File: config.mk
export PLATFORM = sky130hd
export DESIGN_NAME = mua_top
export DESIGN_NICKNAME = d
export VERILOG_FILES = /design/src/mua_pkg.sv /design/src/mua_frame.sv /design/src/mua_top.sv
export SDC_FILE = /design/constraint.sdc
export NUM_CORES = 1
export LEC_CHECK = 0
export ABC_AREA = 1
export ABC_CLOCK_PERIOD_IN_PS = 3950
export BUFFER_PORTS_ARGS = -buffer_cell sky130_fd_sc_hd__buf_2
export CAP_MARGIN = 30
export CORE_ASPECT_RATIO = 0.6
export CORE_MARGIN = 2
export CORE_UTILIZATION = 37
export DETAILED_ROUTE_END_ITERATION = 8
export GPL_TIMING_DRIVEN = 1
export HOLD_SLACK_MARGIN = 0.06
export PLACE_DENSITY = 0.52
export SLEW_MARGIN = 20
export SYNTH_ARGS = -nofsm -noshare
export SYNTH_HDL_FRONTEND = slang
export SYNTH_SLANG_ARGS = --single-unit
File: constraint.sdc
create_clock -name clk_i -period 3.95 [get_ports clk_i]
set_clock_uncertainty 0.05 [all_clocks]
set_input_delay 0.395 -clock clk_i [delete_from_list [all_inputs] [get_ports clk_i]]
set_output_delay 0.395 -clock clk_i [all_outputs]
set_load 0.02 [all_outputs]
File: src/mua_pkg.sv
// Purpose: Shared constants and types of the management user access block.
// Assumes: 20 MHz system clock; APB register bus with byte addresses.
// Notes: Offsets are byte addresses of aligned 32-bit words.
package mua_pkg;
	localparam logic [7:0] OFS_CONTROL = 8'h04;
	localparam logic [7:0] OFS_ALIVE = 8'h08;
	localparam logic [7:0] OFS_LINK = 8'h0c;
	localparam logic [7:0] OFS_LINK_RAW = 8'h10;
	localparam logic [7:0] OFS_LINK_MSK = 8'h14;
	localparam logic [7:0] OFS_DONE_RAW = 8'h20;
	localparam logic [7:0] OFS_DONE_MSK = 8'h24;
	localparam logic [7:0] OFS_EN_SET = 8'h28;
	localparam logic [7:0] OFS_EN_CLR = 8'h2c;
	localparam logic [7:0] OFS_ACC0 = 8'h80;
	localparam logic [7:0] OFS_SEL0 = 8'h84;
	localparam logic [7:0] OFS_ACC1 = 8'h88;
	localparam logic [7:0] OFS_SEL1 = 8'h8c;
	localparam int LAUNCH_BIT = 31;
	localparam int WRITE_BIT = 30;
	localparam int ACK_BIT = 29;
	localparam int REG_LSB = 21;
	localparam int PHY_LSB = 16;
	localparam int LSEL_BIT = 7;
	localparam int LIEN_BIT = 6;
	localparam int CTL_IDLE_BIT = 31;
	localparam int CTL_EN_BIT = 30;
	localparam int CTL_TEST_BIT = 17;
	localparam logic [31:0] ACC_RW_MASK = 32'he3ff_ffff;
	localparam logic [31:0] SEL_RW_MASK = 32'h0000_00df;
	localparam logic [31:0] CTL_RW_MASK = 32'h4002_0000;
	localparam logic [31:0] RESET_WORD = 32'h0000_0000;
	localparam logic [4:0] STATUS_REG_INDEX = 5'h01;
	localparam int LINK_UP_BIT = 2;
	localparam int CLK_MHZ = 20;
	localparam int MDC_HALF_NS = 200;
	localparam int MDC_HALF_CYC = (MDC_HALF_NS * CLK_MHZ + 999) / 1000;
	localparam int FRAME_BITS = 64;
	localparam int RD_RELEASE_BIT = 46;
	localparam int ACK_SAMPLE_BIT = 47;
	localparam int DATA_FIRST_BIT = 48;
	typedef enum logic [0:0] {MUA_IDLE, MUA_RUN} mua_state_t;
endpackage

File: src/mua_frame.sv
// Purpose: Shifts one management frame out on the serial pins.
// Assumes: Start arrives only while no frame is running.
// Notes: The clock pin is divided from the system clock.
`timescale 1ns/1ps
module mua_frame (
	input wire logic clk_i,
	input wire logic rst_b_i,
	input wire logic start_i,
	input wire logic write_i,
	input wire logic [4:0] phy_i,
	input wire logic [4:0] reg_i,
	input wire logic [15:0] wdata_i,
	input wire logic mdio_i,
	output logic done_o,
	output logic ack_o,
	output logic [15:0] rdata_o,
	output logic mdc_o,
	output logic mdio_o,
	output logic mdio_oe_o
);
	logic [63:0] shift_q;
	logic [6:0] bit_q;
	logic [2:0] div_q;
	logic busy_q;
	logic rd_q;
	logic s1_q;
	logic s2_q;
	logic [63:0] frame_w;
	logic tick_w;
	logic [6:0] nxt_w;

	// Preamble, start, opcode, addresses, turnaround, data.
	assign frame_w = {32'hffff_ffff, 2'b01, write_i ? 2'b01 : 2'b10,
		phy_i, reg_i, write_i ? 2'b10 : 2'b00,
		write_i ? wdata_i : 16'h0000};
	assign tick_w = div_q == 3'(mua_pkg::MDC_HALF_CYC - 1);
	assign nxt_w = bit_q + 7'h01;
	assign mdio_o = shift_q[63];

	always_ff @(posedge clk_i or negedge rst_b_i) begin
		if (!rst_b_i) begin
			s1_q <= 1'b1;
			s2_q <= 1'b1;
		end else begin
			s1_q <= mdio_i;
			s2_q <= s1_q;
		end
	end

	always_ff @(posedge clk_i or negedge rst_b_i) begin
		if (!rst_b_i) begin
			shift_q <= 64'h0;
			bit_q <= 7'h00;
			div_q <= 3'h0;
			busy_q <= 1'b0;
			rd_q <= 1'b0;
			done_o <= 1'b0;
			ack_o <= 1'b0;
			rdata_o <= 16'h0000;
			mdc_o <= 1'b0;
			mdio_oe_o <= 1'b0;
		end else begin
			done_o <= 1'b0;
			if (!busy_q) begin
				if (start_i) begin
					shift_q <= frame_w;
					bit_q <= 7'h00;
					div_q <= 3'h0;
					busy_q <= 1'b1;
					rd_q <= ~write_i;
					ack_o <= 1'b0;
					mdc_o <= 1'b0;
					mdio_oe_o <= 1'b1;
				end
			end else if (!tick_w) begin
				div_q <= div_q + 3'h1;
			end else begin
				div_q <= 3'h0;
				mdc_o <= ~mdc_o;
				if (!mdc_o) begin
					// Sampled on the rising edge the PHY answers to.
					if (rd_q && bit_q == 7'(mua_pkg::ACK_SAMPLE_BIT))
						ack_o <= ~s2_q;
					if (rd_q && bit_q >= 7'(mua_pkg::DATA_FIRST_BIT))
						rdata_o <= {rdata_o[14:0], s2_q};
				end else if (bit_q == 7'(mua_pkg::FRAME_BITS - 1)) begin
					busy_q <= 1'b0;
					done_o <= 1'b1;
					mdio_oe_o <= 1'b0;
				end else begin
					bit_q <= nxt_w;
					shift_q <= {shift_q[62:0], 1'b1};
					// The PHY owns the pin from turnaround on a read.
					mdio_oe_o <= ~(rd_q &&
						nxt_w >= 7'(mua_pkg::RD_RELEASE_BIT));
				end
			end
		end
	end
endmodule

File: src/mua_top.sv
// Purpose: User access channels and event flags of a management controller.
// Assumes: APB slave with zero wait states; one clock and reset.
// Notes: Polling engine and clock divider register are not built here.
// Functional notes
// - Raw done flag per channel, bit 0 channel 0, set on completion.
// - Writing 1 clears a raw done flag; 0 leaves it.
// - With test enable, writing 1 sets raw done flags.
// - Masked done bit is raw done AND that channel's enable.
// - Writing 1 to a masked done bit clears the pending event.
// - With test enable, writing 1 to masked done bits sets the raw flags.
// - Enable-set writes of 1 enable a channel; 0 leaves its enable unchanged.
// - Enable-clear writes of 1 disable a channel's done events.
// - Writing 1 to bit 31 queues a transaction; 0 does nothing.
// - Launch bit accepts 1 only while the engine is enabled.
// - Launch bit clears itself when its transaction finishes.
// - While launch reads 1, all writes to that access word are blocked.
// - Bit 30 picks transaction type: 1 write, 0 read.
// - Bit 29 is set when the PHY acknowledged the read.
// - Register index bits 25-21, PHY index bits 20-16.
// - Bits 15-0 hold write data, then the read result.
// - Select bit 7 picks link source: pin or engine result.
// - Select bit 6 enables link change events of that channel.
// - Select bits 4-0 hold the watched PHY index.
// - Disabled engine finishes the running frame, then shows idle.
// - Raw link change flag per channel on a watched link change.
// - Masked link change bit is raw event AND its enable.
// - User reads update the PHY presence flag from its acknowledge.
`timescale 1ns/1ps
module mua_top (
	input wire logic clk_i,
	input wire logic rst_b_i,
	input wire logic psel_i,
	input wire logic penable_i,
	input wire logic pwrite_i,
	input wire logic [7:0] paddr_i,
	input wire logic [31:0] pwdata_i,
	input wire logic [3:0] pstrb_i,
	output logic [31:0] prdata_o,
	output logic pready_o,
	output logic pslverr_o,
	input wire logic [1:0] external_link_input_i,
	input wire logic mdio_i,
	output logic mdio_o,
	output logic mdio_oe_o,
	output logic mdc_o
);
	function automatic logic [31:0] merge(input logic [31:0] old,
		input logic [31:0] nw, input logic [3:0] strb,
		input logic [31:0] msk);
		logic [31:0] r;
		r = old;
		for (int b = 0; b < 4; b++) begin
			if (strb[b])
				r[b*8 +: 8] = nw[b*8 +: 8];
		end
		return r & msk;
	endfunction

	function automatic logic [1:0] ones(input logic hit,
		input logic [31:0] d, input logic [3:0] strb);
		return (hit && strb[0]) ? d[1:0] : 2'b00;
	endfunction

	logic [31:0] acc_q [2];
	logic [31:0] sel_q [2];
	logic [31:0] ctl_q;
	logic [31:0] alive_q;
	logic [31:0] link_q;
	logic [1:0] cmd_done_raw_flags_q;
	logic [1:0] cmd_done_enable_q;
	logic [1:0] link_change_raw_flags_q;
	logic [1:0] lprev_q;
	logic [1:0] ext1_q;
	logic [1:0] ext2_q;
	logic pready_q;
	logic pslverr_q;
	logic [31:0] prdata_q;
	mua_pkg::mua_state_t state_q;
	logic ch_q;
	logic start_q;

	logic fr_done;
	logic fr_ack;
	logic [15:0] fr_rdata;

	wire setup_w = psel_i & ~penable_i;
	wire wr_w = psel_i & penable_i & pready_q & pwrite_i;
	wire h_ctl = paddr_i == mua_pkg::OFS_CONTROL;
	wire h_alive = paddr_i == mua_pkg::OFS_ALIVE;
	wire h_link = paddr_i == mua_pkg::OFS_LINK;
	wire h_lraw = paddr_i == mua_pkg::OFS_LINK_RAW;
	wire h_lmsk = paddr_i == mua_pkg::OFS_LINK_MSK;
	wire h_draw = paddr_i == mua_pkg::OFS_DONE_RAW;
	wire h_dmsk = paddr_i == mua_pkg::OFS_DONE_MSK;
	wire h_eset = paddr_i == mua_pkg::OFS_EN_SET;
	wire h_eclr = paddr_i == mua_pkg::OFS_EN_CLR;
	wire h_acc0 = paddr_i == mua_pkg::OFS_ACC0;
	wire h_sel0 = paddr_i == mua_pkg::OFS_SEL0;
	wire h_acc1 = paddr_i == mua_pkg::OFS_ACC1;
	wire h_sel1 = paddr_i == mua_pkg::OFS_SEL1;
	wire mapped_w = h_ctl | h_alive | h_link | h_lraw | h_lmsk |
		h_draw | h_dmsk | h_eset | h_eclr | h_acc0 | h_sel0 |
		h_acc1 | h_sel1;

	wire enable_w = ctl_q[mua_pkg::CTL_EN_BIT];
	wire test_w = ctl_q[mua_pkg::CTL_TEST_BIT];
	wire idle_w = state_q == mua_pkg::MUA_IDLE;
	wire [1:0] launch_w = {acc_q[1][mua_pkg::LAUNCH_BIT],
		acc_q[0][mua_pkg::LAUNCH_BIT]};
	wire [1:0] lien_w = {sel_q[1][mua_pkg::LIEN_BIT],
		sel_q[0][mua_pkg::LIEN_BIT]};

	// Fixed order keeps channel 1 waiting while channel 0 is busy.
	wire pick_w = ~launch_w[0];
	wire [31:0] cur_w = acc_q[ch_q];
	wire cur_wr_w = cur_w[mua_pkg::WRITE_BIT];
	wire [4:0] target_reg_index = cur_w[mua_pkg::REG_LSB +: 5];
	wire [4:0] target_phy_index = cur_w[mua_pkg::PHY_LSB +: 5];

	wire [1:0] cmd_done_masked_flags =
		cmd_done_raw_flags_q & cmd_done_enable_q;
	wire [1:0] link_change_masked_flags =
		link_change_raw_flags_q & lien_w;

	wire [1:0] draw_w1 = ones(wr_w & h_draw, pwdata_i, pstrb_i);
	wire [1:0] dmsk_w1 = ones(wr_w & h_dmsk, pwdata_i, pstrb_i);
	wire [1:0] lraw_w1 = ones(wr_w & h_lraw, pwdata_i, pstrb_i);
	wire [1:0] lmsk_w1 = ones(wr_w & h_lmsk, pwdata_i, pstrb_i);
	wire [1:0] eset_w1 = ones(wr_w & h_eset, pwdata_i, pstrb_i);
	wire [1:0] eclr_w1 = ones(wr_w & h_eclr, pwdata_i, pstrb_i);

	wire [1:0] done_set_w = fr_done ? (ch_q ? 2'b10 : 2'b01) : 2'b00;
	wire [1:0] draw_tst_w = test_w ? (draw_w1 | dmsk_w1) : 2'b00;
	wire [1:0] lraw_tst_w = test_w ? (lraw_w1 | lmsk_w1) : 2'b00;

	// Link state of each channel from the pin or the engine's table.
	wire [1:0] lcur_w;
	assign lcur_w[0] = sel_q[0][mua_pkg::LSEL_BIT] ? ext2_q[0] :
		link_q[sel_q[0][4:0]];
	assign lcur_w[1] = sel_q[1][mua_pkg::LSEL_BIT] ? ext2_q[1] :
		link_q[sel_q[1][4:0]];
	wire [1:0] lchg_w = lcur_w ^ lprev_q;

	wire [31:0] ctl_rd_w = ctl_q |
		({31'h0, idle_w} << mua_pkg::CTL_IDLE_BIT);
	wire [31:0] rd_w =
		h_ctl ? ctl_rd_w :
		h_alive ? alive_q :
		h_link ? link_q :
		h_lraw ? {30'h0, link_change_raw_flags_q} :
		h_lmsk ? {30'h0, link_change_masked_flags} :
		h_draw ? {30'h0, cmd_done_raw_flags_q} :
		h_dmsk ? {30'h0, cmd_done_masked_flags} :
		(h_eset | h_eclr) ? {30'h0, cmd_done_enable_q} :
		h_acc0 ? acc_q[0] :
		h_sel0 ? sel_q[0] :
		h_acc1 ? acc_q[1] :
		h_sel1 ? sel_q[1] : mua_pkg::RESET_WORD;

	assign prdata_o = prdata_q;
	assign pready_o = pready_q;
	assign pslverr_o = pslverr_q;

	mua_frame u_frame (
		.clk_i(clk_i),
		.rst_b_i(rst_b_i),
		.start_i(start_q),
		.write_i(cur_wr_w),
		.phy_i(target_phy_index),
		.reg_i(target_reg_index),
		.wdata_i(cur_w[15:0]),
		.mdio_i(mdio_i),
		.done_o(fr_done),
		.ack_o(fr_ack),
		.rdata_o(fr_rdata),
		.mdc_o(mdc_o),
		.mdio_o(mdio_o),
		.mdio_oe_o(mdio_oe_o)
	);

	// Zero wait states: one access cycle follows each setup cycle.
	always_ff @(posedge clk_i or negedge rst_b_i) begin
		if (!rst_b_i) begin
			pready_q <= 1'b0;
			pslverr_q <= 1'b0;
			prdata_q <= mua_pkg::RESET_WORD;
		end else begin
			pready_q <= setup_w;
			pslverr_q <= setup_w & ~mapped_w;
			prdata_q <= (setup_w & ~pwrite_i) ? rd_w : mua_pkg::RESET_WORD;
		end
	end

	always_ff @(posedge clk_i or negedge rst_b_i) begin
		if (!rst_b_i) begin
			ext1_q <= 2'b00;
			ext2_q <= 2'b00;
			lprev_q <= 2'b00;
		end else begin
			ext1_q <= external_link_input_i;
			ext2_q <= ext1_q;
			lprev_q <= lcur_w;
		end
	end

	// A set in the same cycle as a clear wins, so no event is lost.
	always_ff @(posedge clk_i or negedge rst_b_i) begin
		if (!rst_b_i) begin
			cmd_done_raw_flags_q <= 2'b00;
			link_change_raw_flags_q <= 2'b00;
			cmd_done_enable_q <= 2'b00;
		end else begin
			cmd_done_raw_flags_q <= (cmd_done_raw_flags_q &
				~(draw_w1 | dmsk_w1)) | draw_tst_w |
				done_set_w;
			link_change_raw_flags_q <= (link_change_raw_flags_q &
				~(lraw_w1 | lmsk_w1)) | lraw_tst_w | lchg_w;
			cmd_done_enable_q <= (cmd_done_enable_q | eset_w1) &
				~eclr_w1;
		end
	end

	always_ff @(posedge clk_i or negedge rst_b_i) begin
		if (!rst_b_i) begin
			ctl_q <= mua_pkg::RESET_WORD;
			sel_q[0] <= mua_pkg::RESET_WORD;
			sel_q[1] <= mua_pkg::RESET_WORD;
		end else begin
			if (wr_w & h_ctl)
				ctl_q <= merge(ctl_q, pwdata_i, pstrb_i, mua_pkg::CTL_RW_MASK);
			if (wr_w & h_sel0)
				sel_q[0] <= merge(sel_q[0], pwdata_i, pstrb_i,
					mua_pkg::SEL_RW_MASK);
			if (wr_w & h_sel1)
				sel_q[1] <= merge(sel_q[1], pwdata_i, pstrb_i,
					mua_pkg::SEL_RW_MASK);
		end
	end

	// Launch is in the top byte, so a byte write of it comes last.
	always_ff @(posedge clk_i or negedge rst_b_i) begin
		if (!rst_b_i) begin
			acc_q[0] <= mua_pkg::RESET_WORD;
			acc_q[1] <= mua_pkg::RESET_WORD;
		end else begin
			for (int c = 0; c < 2; c++) begin
				if (wr_w && (c == 0 ? h_acc0 : h_acc1) &&
					!launch_w[c]) begin
					acc_q[c] <= merge(acc_q[c], pwdata_i, pstrb_i,
						mua_pkg::ACC_RW_MASK);
					acc_q[c][mua_pkg::LAUNCH_BIT] <= pstrb_i[3] &
						pwdata_i[mua_pkg::LAUNCH_BIT] &
						enable_w;
				end else if (fr_done && ch_q == c[0]) begin
					acc_q[c][mua_pkg::LAUNCH_BIT] <= 1'b0;
					if (!acc_q[c][mua_pkg::WRITE_BIT]) begin
						acc_q[c][mua_pkg::ACK_BIT] <= fr_ack;
						acc_q[c][15:0] <= fr_rdata;
					end
				end
			end
		end
	end

	// Presence follows each completed user read; the link table only reads of the status register.
	always_ff @(posedge clk_i or negedge rst_b_i) begin
		if (!rst_b_i) begin
			alive_q <= mua_pkg::RESET_WORD;
			link_q <= mua_pkg::RESET_WORD;
		end else begin
			if (wr_w & h_alive)
				alive_q <= alive_q & ~pwdata_i;
			if (fr_done && !cur_wr_w) begin
				alive_q[target_phy_index] <= fr_ack;
				if (target_reg_index == mua_pkg::STATUS_REG_INDEX)
					link_q[target_phy_index] <= fr_ack &
						fr_rdata[mua_pkg::LINK_UP_BIT];
			end
		end
	end

	// Disabling stops new launches only; a running frame completes.
	always_ff @(posedge clk_i or negedge rst_b_i) begin
		if (!rst_b_i) begin
			state_q <= mua_pkg::MUA_IDLE;
			ch_q <= 1'b0;
			start_q <= 1'b0;
		end else begin
			start_q <= 1'b0;
			case (state_q)
				mua_pkg::MUA_IDLE: begin
					if (enable_w && launch_w != 2'b00) begin
						ch_q <= pick_w;
						start_q <= 1'b1;
						state_q <= mua_pkg::MUA_RUN;
					end
				end
				mua_pkg::MUA_RUN: begin
					if (fr_done)
						state_q <= mua_pkg::MUA_IDLE;
				end
				default: state_q <= mua_pkg::MUA_IDLE;
			endcase
		end
	end
endmodule

==> results.md <==
- Async S/R FF share, synth: 100%
- Number of buffer cells added on primary ports: 88
- Met2 Resource Use GR: between 30% and 40%
- Post-synth EDFFs: 0
- Clock tree root buffer cell: sky130_fd_sc_hd__clkbuf_16
- Residual overflow from global routing: 0
- Number of distinct library cell variants in the gate-level netlist after synthesis: between 50 and 60
- Area of the core: between 30000 and 40000 µm²
- Register area share after synthesis: 50.4%
- TritonCTS clock tree: yes
- Arrival time at the worst endpoint: 3.18 ns
- Number of buffers inserted during clock tree synthesis: 29
- Largest net degree at the start of global routing: just under 90
- Synthesized cell area: approximately 14000 µm²
- Post-CTS sizing: 0
- Post-Syn Area per Cell: between 8 and 9 µm²
- Pwr per Cell Area: about 380 nW/µm²
- Fillcell total: between 3000 and 4000
- Top-Level Pins: between 80 and 90
- Slowest cell on the critical path: sky130_fd_sc_hd__dfrtp_1
- Met1 Track Usage GR: 36.5%
- Initial antenna violation count: 2
- Die Area: 39900 µm²
- Clk sink count: 285
- Count of H-tree levels built during CTS: 1
- Setup slack of the most critical reg-to-reg path: 1.19 ns
- Worst hold path type: primary input to flop
- Number of nets in the synthesized netlist: 1763
- First-pass GRT wire length: 71.4 mm
- Power Total: slightly above 6000 µW
- Final HPWL from detailed placement: 32.9 mm
- Vertical extent of the die: between 150 and 200 µm
- Starting utilization of the core area: between 30% and 40%
- Run status: completed
- Worst-path clk slew: 0.06 ns
- Register bit total from synthesis: 285
- Leakage power total: around 0.0076 µW
- Crit share post-route: a little over two thirds
- Type of destination of the critical path: flop
- Critical Path Start Type: flop
- Warnings from Yosys: 0
- Maximum VDD drop: ~0.25 mV
- Setup total negative slack: 0 ns
- Final worst path period need: ~2.8 ns
- Critical path, cell by cell: buf_4 -> nor2_1 -> nor2_1 -> nand2_1 -> nor2_4 -> o211ai_1 -> o211ai_1
- Crit-path max FO: 19
- GRT met3 Usage: approximately 3.7%
- MaxCap Viol Count: 0
- Number of inserted diodes: 0
- Relative area change from synthesis to final layout: 13.7%
- Global-route layer with the greatest usage: met1
- Fraction of final layout cells sized beyond drive strength 1: 13.4%
- First drt pass iteration count: 6
- Vias in the first global route: 11600
- Worst reg2reg path endpoint: u_frame.shift_q[1]$_DFFE_PN0P_
- Data required time of the worst path: roughly 4.4 ns
- Max Transition Viols Final: 0
- Endpoint of the most critical setup path: u_frame.shift_q[1]$_DFFE_PN0P_
- Gate Count Post-Synth: ~1700
- Total DRC errors in the routed layout: 0
- # nets final: ~1800
- Number of buffers inserted by hold repair at cts: 9
- Number of hold violations in the final report: 0
- R2r startpoint: ch_q$_DFFE_PN0P_
- Relative max-transition margin: 38.8%
- Largest stage delay on the critical path: around 0.8 ns
- Average wire length per cell after detail routing: ~20 µm
- Actual slew at the worst max-slew pin: ~0.90 ns
- Max Buffers Root-to-Sink: 3
- Maximum clock frequency: roughly 0.36 GHz
- Count of cells along the worst register-to-register path: 7
- Commonest register cell after synthesis: sky130_fd_sc_hd__dfrtp_1
- Worst setup path start: ch_q$_DFFE_PN0P_
- Gr usage total: 23.2%
- Routed vias/inst: between 5 and 6
- Chip width: ~260 µm
- Antenna Nets Post-Route: 0
- Postcts setup bufs: 0
- Vias: approximately 12000
- Floorplan row count: 55
- Source-to-sink clock delay at the later pin of the worst-skew pair: roughly 0.57 ns
- Final GP Congestion: between 0.9 and 1
- Iteration-0 DRC Markers: between 1000 and 1500
- RSZ-0062 raised after global routing: no
- Critical setup path kind: flop to flop
- Setup Viol. Count Final: 0
- Wirelength, routed: roughly 46 mm
-- synth_stat cells, types with 3 or more instances --
cell / instances / share of area [%]
sky130_fd_sc_hd__clkbuf_1: 27 / 0.72
sky130_fd_sc_hd__nor3_1: 5 / 0.18
sky130_fd_sc_hd__o2111ai_1: 5 / 0.31
sky130_fd_sc_hd__nor2_1: 73 / 1.9
sky130_fd_sc_hd__buf_1: 5 / 0.13
sky130_fd_sc_hd__a21oi_1: 32 / 1.1
sky130_fd_sc_hd__a22o_1: 3 / 0.19
sky130_fd_sc_hd__nand2_2: 7 / 0.31
sky130_fd_sc_hd__a221oi_1: 17 / 1.1
sky130_fd_sc_hd__o211ai_1: 57 / 3.0
sky130_fd_sc_hd__nand2_4: 5 / 0.40
sky130_fd_sc_hd__buf_2: 33 / 1.2
sky130_fd_sc_hd__nor2_4: 14 / 1.1
sky130_fd_sc_hd__nand3b_1: 3 / 0.16
sky130_fd_sc_hd__a31oi_1: 9 / 0.40
sky130_fd_sc_hd__mux2i_1: 4 / 0.28
sky130_fd_sc_hd__a41oi_1: 3 / 0.19
sky130_fd_sc_hd__xor2_1: 4 / 0.25
sky130_fd_sc_hd__a21boi_0: 3 / 0.16
sky130_fd_sc_hd__nor2_2: 19 / 0.84
sky130_fd_sc_hd__o22ai_1: 5 / 0.22
sky130_fd_sc_hd__o21ai_2: 4 / 0.25
sky130_fd_sc_hd__inv_1: 216 / 5.7
sky130_fd_sc_hd__inv_2: 21 / 0.56
sky130_fd_sc_hd__nor2_8: 3 / 0.42
sky130_fd_sc_hd__ha_1: 4 / 0.35
sky130_fd_sc_hd__buf_4: 3 / 0.16
sky130_fd_sc_hd__o221ai_1: 15 / 0.93
sky130_fd_sc_hd__dfrtp_1: 283 / 50
sky130_fd_sc_hd__buf_6: 8 / 0.64
sky130_fd_sc_hd__nand2_1: 413 / 11
sky130_fd_sc_hd__o21ai_1: 106 / 3.7
sky130_fd_sc_hd__o21ai_0: 119 / 4.2
sky130_fd_sc_hd__a22oi_1: 32 / 1.7
sky130_fd_sc_hd__inv_4: 3 / 0.13
sky130_fd_sc_hd__nand3_1: 117 / 4.1
-- power by group --
group,switching [µW],internal (µW)
Clock,1240,1650
Combinational,166,66.7
Sequential,20.3,2960
-- through the flow --
stage               worst slack [ns]  cell area [µm²]  std cells  hold slack, ns  util, %
detailed placement              1.19            15000       2251           0.253     39.9
floorplan                       2.23            14200       1707          0.0494        -
global route                   0.956            16100       2314          0.0787     42.7
global placement                1.23            15000       2250           0.255     39.8
CTS                             1.18            16100       2314          0.0616     42.7
finish                          1.19            16100       2314          0.0866     42.7
-- cell type report --
| type | count | area [µm²] | share of cell area [%] |
|---|---|---|---|
| flip-flops and latches | 285 | 7130 | 44.3 |
| inverters | 242 | 921 | 5.72 |
| well taps | 513 | 642 | 3.99 |
| clock buffers | 41 | 821 | 5.10 |
| multi-input cells | 1104 | 5710 | 35.5 |
| repair buffers | 116 | 716 | 4.45 |
| clock inverters | 13 | 159 | 0.987 |
-- worst max-delay path, delay by kind of cell, from the launching register on --
kind | cells | cell delay (ns)
flops | 1 | 0.81
compound gates | 2 | 0.41
buf+inv | 1 | 0.34
simple gates | 4 | 1.04
-- worst min path at each step --
stage,start,end,cells past startpoint
finish,pwdata_i[19],acc_q[19]$_DFFE_PN0P_,3
global placement,rst_b_i,prdata_o[25]$_DFF_PN0_,1
CTS,pwdata_i[27],alive_q[27]$_DFF_PN0_,4
detailed placement,rst_b_i,prdata_o[25]$_DFF_PN0_,1
global route,pwdata_i[21],acc_q[53]$_DFFE_PN0P_,3
floorplan,rst_b_i,acc_q[0]$_DFFE_PN0P_,0
-- logic make-up (layout without fill, tap and decap cells) --
| kind of cell | count (synthesis) | in the layout | synth area share, % |
|---|---|---|---|
| xor gates and xnor gates | 4 | 4 | 0.247 |
| and+or+nand+nor | 671 | 671 | 21.2 |
| DFF | 285 | 285 | 50.4 |
| buffers and inverters | 318 | 412 | 9.31 |
| adders and majority gates | 4 | 4 | 0.353 |
| AOI/OAI and AO/OA | 421 | 421 | 18.2 |
| muxes | 4 | 4 | 0.283 |
-- placed cells by master, fill, tap and decap left out, types with 4 or more instances in the layout --
| master | count |
|---|---|
| sky130_fd_sc_hd__nand2_1 | 413 |
| sky130_fd_sc_hd__dfrtp_1 | 283 |
| sky130_fd_sc_hd__inv_1 | 216 |
| sky130_fd_sc_hd__o21ai_0 | 119 |
| sky130_fd_sc_hd__nand3_1 | 117 |
| sky130_fd_sc_hd__o21ai_1 | 106 |
| sky130_fd_sc_hd__buf_2 | 87 |
| sky130_fd_sc_hd__nor2_1 | 72 |
| sky130_fd_sc_hd__o211ai_1 | 57 |
| sky130_fd_sc_hd__a21oi_1 | 32 |
| sky130_fd_sc_hd__a22oi_1 | 32 |
| sky130_fd_sc_hd__clkbuf_16 | 29 |
| sky130_fd_sc_hd__inv_2 | 21 |
| sky130_fd_sc_hd__nor2_2 | 20 |
| sky130_fd_sc_hd__a221oi_1 | 17 |
| sky130_fd_sc_hd__buf_4 | 16 |
| sky130_fd_sc_hd__o221ai_1 | 15 |
| sky130_fd_sc_hd__nor2_4 | 14 |
| sky130_fd_sc_hd__a31oi_1 | 9 |
| sky130_fd_sc_hd__dlygate4sd3_1 | 9 |
| sky130_fd_sc_hd__nand2_2 | 7 |
| sky130_fd_sc_hd__clkbuf_1 | 7 |
| sky130_fd_sc_hd__nand2_4 | 5 |
| sky130_fd_sc_hd__o22ai_1 | 5 |
| sky130_fd_sc_hd__o2111ai_1 | 5 |
| sky130_fd_sc_hd__nor3_1 | 5 |
| sky130_fd_sc_hd__clkbuf_8 | 5 |
| sky130_fd_sc_hd__o21ai_2 | 4 |
| sky130_fd_sc_hd__mux2i_1 | 4 |
| sky130_fd_sc_hd__xor2_1 | 4 |
| sky130_fd_sc_hd__ha_1 | 4 |
| sky130_fd_sc_hd__clkinv_2 | 4 |
-- metal layers --
layer  up-vias  part of all wire, %
met5         -                    0
met2       483                   41
met3        52                  7.3
met1      5948                   50
met4         0                  1.6
li1       5798                    -
-- sequential cells by signal, indices dropped and copies added, names as in the netlist, 2 cells and up --
name,flops
alive_q,32
sel_q,12
u_frame.div_q,3
u_frame.rdata_o,16
link_q,32
ext1_q,2
lien_w,2
ctl_q,2
u_frame.shift_q,64
cmd_done_enable_q,2
link_change_raw_flags_q,2
acc_q,58
u_frame.bit_q,7
cmd_done_raw_flags_q,2
lprev_q,2
prdata_o,32
ext2_q,2
(Power assumes the default switching activity.)
